File: config.mk
export PLATFORM = sky130hd
export DESIGN_NAME = ppom_port_mux
export DESIGN_NICKNAME = d
export VERILOG_FILES = /design/src/verilog/ppom_pkg.sv /design/src/verilog/ppom_port_mux.sv /design/src/verilog/ppom_sync.sv
export SDC_FILE = /design/constraint.sdc
export NUM_CORES = 1
export LEC_CHECK = 0
export ABC_AREA = 1
export BUFFER_PORTS_ARGS = -buffer_cell sky130_fd_sc_hd__buf_2
export CAP_MARGIN = 15
export CORE_MARGIN = 5
export CORE_UTILIZATION = 45
export CTS_BUF_LIST = sky130_fd_sc_hd__clkbuf_8 sky130_fd_sc_hd__clkbuf_16
export CTS_CLUSTER_DIAMETER = 40
export DETAILED_ROUTE_END_ITERATION = 12
export HOLD_SLACK_MARGIN = 0.03
export PLACE_DENSITY = 0.95
export SLEW_MARGIN = 30
export SYNTH_ARGS = -nofsm -noshare
export SYNTH_HDL_FRONTEND = slang
export SYNTH_SLANG_ARGS = --single-unit
File: constraint.sdc
create_clock -name I_CORE_CLK -period 1.2 [get_ports I_CORE_CLK]
set_input_delay 0.18 -clock I_CORE_CLK [delete_from_list [all_inputs] [get_ports I_CORE_CLK]]
set_output_delay 0.18 -clock I_CORE_CLK [all_outputs]
set_load 0.03 [all_outputs]
File: src/verilog/ppom_pkg.sv
package ppom_pkg;
    localparam int PPOM_WIDTH = 8;
    localparam logic [7:0] PPOM_PORT_RESET = 8'h00;
    localparam int PPOM_EXTERNAL_ANALOG_REFERENCE_BIT = 3;
    localparam int PPOM_CLK_BIT = 2;
    localparam int PPOM_DOUT_BIT = 1;
    localparam int PPOM_DIN_BIT = 0;
    localparam int PPOM_CAPT_BIT = 4;
    localparam logic [1:0] PPOM_SYNC_RESET = 2'h0;
    // {direction, latch, pull-up disable} code that turns the default pull-up on
    localparam logic [2:0] PPOM_PU_ON = 3'h2;

    // per-pin alternate-function override bundle
    typedef struct packed {
        logic [7:0] pullup_override_enable;
        logic [7:0] pullup_override_value;
        logic [7:0] direction_override_enable;
        logic [7:0] direction_override_value;
        logic [7:0] port_value_override_enable;
        logic [7:0] port_value_override_value;
        logic [7:0] port_toggle_override_enable;
        logic [7:0] input_enable_override_enable;
        logic [7:0] input_enable_override_value;
    } ppom_ovr_s;

    // register state of the port
    typedef struct packed {
        logic [7:0] pin_direction_bit;
        logic [7:0] pin_output_latch_bit;
        logic [7:0] sync_first;
        logic [7:0] pin_input_register_bit;
    } ppom_regs_s;

    // pad-facing and alternate-function outputs
    typedef struct packed {
        logic [7:0] pad_out;
        logic [7:0] pad_oe;
        logic [7:0] pad_pullup;
        logic [7:0] input_enable;
        logic [7:0] alt_function_digital_input;
    } ppom_pad_s;
endpackage

File: src/verilog/ppom_port_mux.sv
`timescale 1ns/10ps
// Behaviour
// - pull-up follows override value if enabled, else on when dir0, latch1, disable0
// - pull-up override ignores direction, latch and global disable
// - driver enable from direction override value if enabled, else direction bit
// - direction override value one enables driver regardless of direction bit
// - driven value from port value override if enabled, else output latch
// - port value override value reaches pad regardless of latch
// - toggle override inverts the output latch bit
// - input enable from override value if enabled, else sleep clamp state
// - input enable override ignores sleep mode
// - alternate input taken after Schmitt trigger, before port synchroniser
// - port strobes shared by all pins; clock, clamp, pull-up disable global
// - bit 3 as analog reference disables pull-up and driver
// - bit 2 carries external interrupt 1 and serial clock
// - bit 1 serial data out; bit 0 serial data in and two-wire data (only bit 0 serial data in is brought out here)
// - bit 4 feeds timer 0 capture and ADC channel 3 (here only timer 0 capture; no ADC output)
// - bit n feeds pin-change source n; ADC channel mapping per bit (no ADC outputs here)
// - without overrides, direction one drives latch, zero is input
// - writing one to input register toggles the output latch
// - sleep clamps inputs unless override or external interrupt keeps them
module ppom_port_mux
    import ppom_pkg::*;
#(
    parameter int WIDTH = PPOM_WIDTH
) (
    input  wire logic             I_CORE_CLK,
    input  wire logic             I_SRST,
    input  wire logic             I_GLOBAL_PULLUP_DISABLE,
    input  wire logic             I_SLEEP_CLAMP,
    input  wire logic             I_EXT_EXTERNAL_INTERRUPT1_INPUT_ENABLE,
    input  wire logic             I_ANALOG_REF_ON_PIN,
    input  wire logic             I_PORT_DATA_WRITE_STROBE,
    input  wire logic             I_PORT_DIR_WRITE_STROBE,
    input  wire logic             I_PORT_PIN_WRITE_STROBE,
    input  wire logic [WIDTH-1:0] I_WRITE_DATA,
    input  wire ppom_ovr_s        I_OVR,
    input  wire logic [WIDTH-1:0] I_PAD_IN,
    output ppom_pad_s             O_PAD,
    output logic      [WIDTH-1:0] O_PIN_INPUT_REGISTER,
    output logic      [WIDTH-1:0] O_PIN_DIRECTION,
    output logic      [WIDTH-1:0] O_PIN_OUTPUT_LATCH,
    output logic      [WIDTH-1:0] O_PIN_CHANGE_SOURCE,
    output logic                  O_EXTERNAL_INTERRUPT1_INPUT,
    output logic                  O_SERIAL_IFACE_CLOCK,
    output logic                  O_SERIAL_DATA_INPUT,
    output logic                  O_TIMER0_CAPTURE_INPUT
);
    typedef struct packed {
        logic [7:0] dir;
        logic [7:0] latch;
        logic [7:0] alt_in;
        logic [7:0] pin_change;
        logic       ext_external_interrupt1_input;
        logic       serial_iface_clock;
        logic       sdi;
        logic       capt;
        logic [7:0] pad_out;
        logic [7:0] pad_oe;
        logic [7:0] pad_pullup;
        logic [7:0] input_enable;
    } ppom_state_s;

    ppom_state_s      st;
    ppom_state_s      next_st;
    logic [WIDTH-1:0] synced;
    logic [WIDTH-1:0] schmitt_out;
    logic [WIDTH-1:0] in_en;
    logic [WIDTH-1:0] keep_alive;
    logic [WIDTH-1:0] oe_c;
    logic [WIDTH-1:0] out_c;
    logic [WIDTH-1:0] pu_c;
    logic [WIDTH-1:0] latch_c;

    // per-pin control path, combinational selects
    genvar gi;
    generate
        for (gi = 0; gi < WIDTH; gi++) begin : g_pin
            // external interrupt keeps bit 2 awake in sleep
            assign keep_alive[gi] = (gi == PPOM_CLK_BIT) ? I_EXT_EXTERNAL_INTERRUPT1_INPUT_ENABLE : 1'b0;
            assign in_en[gi] = I_OVR.input_enable_override_enable[gi]
                             ? I_OVR.input_enable_override_value[gi]
                             : (!I_SLEEP_CLAMP || keep_alive[gi]);
            // clamp to ground ahead of the Schmitt trigger
            assign schmitt_out[gi] = I_PAD_IN[gi] & in_en[gi];
            // output latch with toggle from override or input register write
            assign latch_c[gi] = st.latch[gi]
                ^ I_OVR.port_toggle_override_enable[gi]
                ^ (I_PORT_PIN_WRITE_STROBE & I_WRITE_DATA[gi]);
            assign oe_c[gi] = (I_ANALOG_REF_ON_PIN && gi == PPOM_EXTERNAL_ANALOG_REFERENCE_BIT) ? 1'b0
                : I_OVR.direction_override_enable[gi]
                ? I_OVR.direction_override_value[gi]
                : st.dir[gi];
            assign out_c[gi] = I_OVR.port_value_override_enable[gi]
                ? I_OVR.port_value_override_value[gi]
                : st.latch[gi];
            assign pu_c[gi] = (I_ANALOG_REF_ON_PIN && gi == PPOM_EXTERNAL_ANALOG_REFERENCE_BIT) ? 1'b0
                : I_OVR.pullup_override_enable[gi]
                ? I_OVR.pullup_override_value[gi]
                : ({st.dir[gi], st.latch[gi], I_GLOBAL_PULLUP_DISABLE} == PPOM_PU_ON);
        end
    endgenerate

    // port synchroniser feeding the input register
    ppom_sync #(
        .WIDTH (WIDTH)
    ) u_sync (
        .i_clk   (I_CORE_CLK),
        .i_srst  (I_SRST),
        .i_async (schmitt_out),
        .o_sync  (synced)
    );

    // next-state: shared strobes load all bits of the port at once
    always_comb begin
        next_st = st;
        if (I_PORT_DIR_WRITE_STROBE) begin
            next_st.dir = I_WRITE_DATA;
        end
        if (I_PORT_DATA_WRITE_STROBE) begin
            next_st.latch = I_WRITE_DATA;
        end else begin
            next_st.latch = latch_c;
        end
        next_st.alt_in       = schmitt_out;
        next_st.pin_change   = schmitt_out;
        next_st.ext_external_interrupt1_input     = schmitt_out[PPOM_CLK_BIT];
        next_st.serial_iface_clock         = schmitt_out[PPOM_CLK_BIT];
        next_st.sdi          = schmitt_out[PPOM_DIN_BIT];
        next_st.capt         = schmitt_out[PPOM_CAPT_BIT];
        next_st.pad_out      = out_c;
        next_st.pad_oe       = oe_c;
        next_st.pad_pullup   = pu_c;
        next_st.input_enable = in_en;
    end

    // state register
    always_ff @(posedge I_CORE_CLK) begin
        if (I_SRST) begin
            st <= '0;
        end else begin
            st <= next_st;
        end
    end

    // outputs straight from flip-flops
    assign O_PAD.pad_out                    = st.pad_out;
    assign O_PAD.pad_oe                     = st.pad_oe;
    assign O_PAD.pad_pullup                 = st.pad_pullup;
    assign O_PAD.input_enable               = st.input_enable;
    assign O_PAD.alt_function_digital_input = st.alt_in;
    assign O_PIN_INPUT_REGISTER             = synced;
    assign O_PIN_DIRECTION                  = st.dir;
    assign O_PIN_OUTPUT_LATCH               = st.latch;
    assign O_PIN_CHANGE_SOURCE              = st.pin_change;
    assign O_EXTERNAL_INTERRUPT1_INPUT      = st.ext_external_interrupt1_input;
    assign O_SERIAL_IFACE_CLOCK             = st.serial_iface_clock;
    assign O_SERIAL_DATA_INPUT              = st.sdi;
    assign O_TIMER0_CAPTURE_INPUT           = st.capt;
endmodule

File: src/verilog/ppom_sync.sv
`timescale 1ns/10ps
// two-flop synchroniser, one per port bit
module ppom_sync
    import ppom_pkg::*;
#(
    parameter int WIDTH = 8
) (
    input  wire logic             i_clk,
    input  wire logic             i_srst,
    input  wire logic [WIDTH-1:0] i_async,
    output logic      [WIDTH-1:0] o_sync
);
    logic [WIDTH-1:0] stage1;

    // first stage read only by the second
    always_ff @(posedge i_clk) begin
        if (i_srst) begin
            stage1 <= '0;
            o_sync <= '0;
        end else begin
            stage1 <= i_async;
            o_sync <= stage1;
        end
    end
endmodule
==> results.toml <==
[run_status]
status = "finished, final reports clean"

[worst_setup_path]
slowest_stage = "dfxtp_1"
worstPathArrival_ps = 980
startpoint_type = "flip-flop"
max_stage_delay_ps = 410
reg2reg_depth = 5
reg2reg_slack_ps = 280
cp-startpoint = "O_PIN_DIRECTION[6]$_SDFFE_PP0P_"
r2r-end = "O_PIN_OUTPUT_LATCH[7]$_SDFF_PP0_"
critPathKind = "flip-flop to output pin"
cp_cell_sequence = "clkbuf_4"
crit_family = "flip-flops"
worstPathRequired_ps = 1020
rr_startpoint = "O_PIN_OUTPUT_LATCH[7]$_SDFF_PP0_"
crit_end = "O_PIN_DIRECTION[6]"
crit_fanout = 4
critPathBufInv = 1
crit_path_end_kind = "output pin"
crit_cells = 1

[synthesis]
yosys.area.top_type = "dfxtp_1"
synth.net_count = 421
synth_area_leaders = "dfxtp_1 50%, nor2_1 11%, inv_1 6.2%"
synth.distinct_cells = 23
yosys_register_bits = 64
yosysSeqAreaShare_pct = 50.0
synth_area_per_cell_um2 = 7.91
syn_inst = 324
synth_top_cell_area_share_pct = 50.0
yosysWarningCount = 0
syn-cell-area_mm2 = 0.00256

[grt]
grt_start_max_net_pins = 26
grt_usage_pct = 21.4
antenna_found_initial = 0
grt_pass1_wl_mm = 12.5
grt-ovfl-total = 0
grt_pass1_vias = 2833

[sta]
fmax_ghz = 0.865
slew_headroom_pct = 74.7
finalCritPeriodShare_pct = 96.3
rsz0062_at_grt = "no"
finClkSkew_ps = 8.38
final_max_slew_viol_count = 0
finalSetupViolCount = 0
tightestPinTransition_ps = 379
hold_viol = 0
fin_setup_tns_ps = 0
min_period_ps = 1160

[pwr]
leakage_nw = 2.01
p_per_area_mw_per_mm2 = 1380
ir_worst_vdd_mv = 0.841

[drt]
totalWireLength_mm = 7.59
viasPerCell = 4.72
firstDrtPassIters = 4
vias = 2709
drt_iter0_markers = 65
wl_per_cell_um = 13.2
antenna_left = 0
drc_errors = 0

[finish]
syn_to_final_growth_pct = 44.1
n_antenna_cell = 0
final_cell_mix = "163 x buf_2, 72 x nor2_1, 57 x dfxtp_1"
fin_cells = 574
drive_above_1_share_pct = 43.6
final_common_cell = "buf_2"
final_nets = 595

[floorplanning]
dieWidth_um = 85.5
io_pins = 173
fp.dieArea_mm2 = 0.00730
num_rows = 27
die_height_um = 85.5
start_util_pct = 46.5
coreArea_mm2 = 0.00551

[clock_network]
cts_sinks = 64
cts_buffer_depth = 2
clk_pin_slew_ps = 70
cts_setup_buffers = 0
cts_root_buf = "clkbuf_8"
htreeDepth = 3
insertion_delay_ps = 330
numCtsBuffers = 9
cts_tree = "done"

[place]
gp_congestion = 0.821
dp.final_hpwl_mm = 5.76
portBuffers = 172
placed_cells = 550

[worst_hold_path]
hold_path_class = "input pin to flip-flop"

[job]
drv_cap = 0
[synth_stat cells]
library cell   n
o21ai_2        9
a21boi_0       1
dfxtp_1       64
buf_6          3
buf_4         12
mux2i_1        1
o21ai_0       18
clkbuf_1       1
buf_12         1
nand3b_1       1
inv_1         42
nor2_1        72
inv_4          1
or2_2          1
nor2_2         1
a21oi_2       10
o21ai_1        3
nor3_1         1
nand2_1       42
a21oi_1       28
buf_2          4
nor3b_1        7
buf_8          1
[flip-flops by register name, indices dropped and copies added (netlist names)]
| signal | cells |
|---|---|
| u_sync.o_sync | 8 |
| O_PIN_OUTPUT_LATCH | 8 |
| O_PIN_DIRECTION | 8 |
| O_PAD | 32 |
| u_sync.stage1 | 8 |
[power breakdown]
| group | switching [mW] | internal [mW] | leakage, nW |
|---|---|---|---|
| sequential | 0.0840 | 2.26 | 0.531 |
| combinational | 0.641 | 0.379 | 1.38 |
| clock | 0.752 | 0.985 | 0.103 |
| total | 1.48 | 3.63 | 2.01 |
[worst min path at each step]
stage	to	startpoint	slack, ps	depth (start not counted)
2_1_floorplan	O_PAD[32]$_SDFF_PP0_	I_OVR[32]	260	1
3_3_place_gp	O_PAD[39]$_SDFF_PP0_	I_OVR[39]	370	2
3_5_place_dp	O_PAD[39]$_SDFF_PP0_	I_OVR[39]	370	2
4_1_cts	O_PAD[34]$_SDFF_PP0_	I_OVR[34]	30	2
5_1_grt	O_PAD[30]$_SDFF_PP0_	I_OVR[54]	30	2
6_report	O_PAD[34]$_SDFF_PP0_	I_OVR[34]	50	2
[per-layer routing]
metal / part of all wire [%] / track usage, %
met2: 49 / 37.7
met4: 1.9 / 10.4
met1: 36 / 22.5
met5: 0 / 0
met3: 13 / 7.48
[cell families after synthesis]
group / synth area share, %
and+or+nand+nor: 19.7
buffers and inverters: 13.5
AOI/OAI and AO/OA: 16.4
muxes: 0.391
DFF: 50.0
[area by class of cell]
| class | instances | area (µm²) |
|---|---|---|
| Tap cell | 72 | 90.1 |
| Sequential cell | 64 | 1290 |
| Clock buffer | 10 | 138 |
| Inverter | 43 | 164 |
| Clock inverter | 5 | 48.8 |
| Fill cell | 409 | 1810 |
| Timing Repair Buffer | 185 | 1030 |
| Multi-Input combinational cell | 195 | 935 |
[what timing repair did]
action	CTS	global route
gates cloned	0	0
hold buffers	9	0
endpoints found under the setup margin	2	9
hold endpoints to repair	9	0
gates resized for setup	2	14
[per-stage QoR]
step	total power [mW]	setup slack, ps	hold slack, ps	util [%]	cell area, µm²
after detailed placement	3.36	181	373	61.5	3390
after CTS	5.12	1.51	30.8	66.6	3670
after global routing	5.36	0.0978	32.2	67.1	3690
after global placement	3.33	238	369	61.5	3390
after floorplan	3.00	209	262	-	2560
final	5.10	44.4	45.1	67.1	3690
No activity file was read; power rests on OpenSTA's default activity.
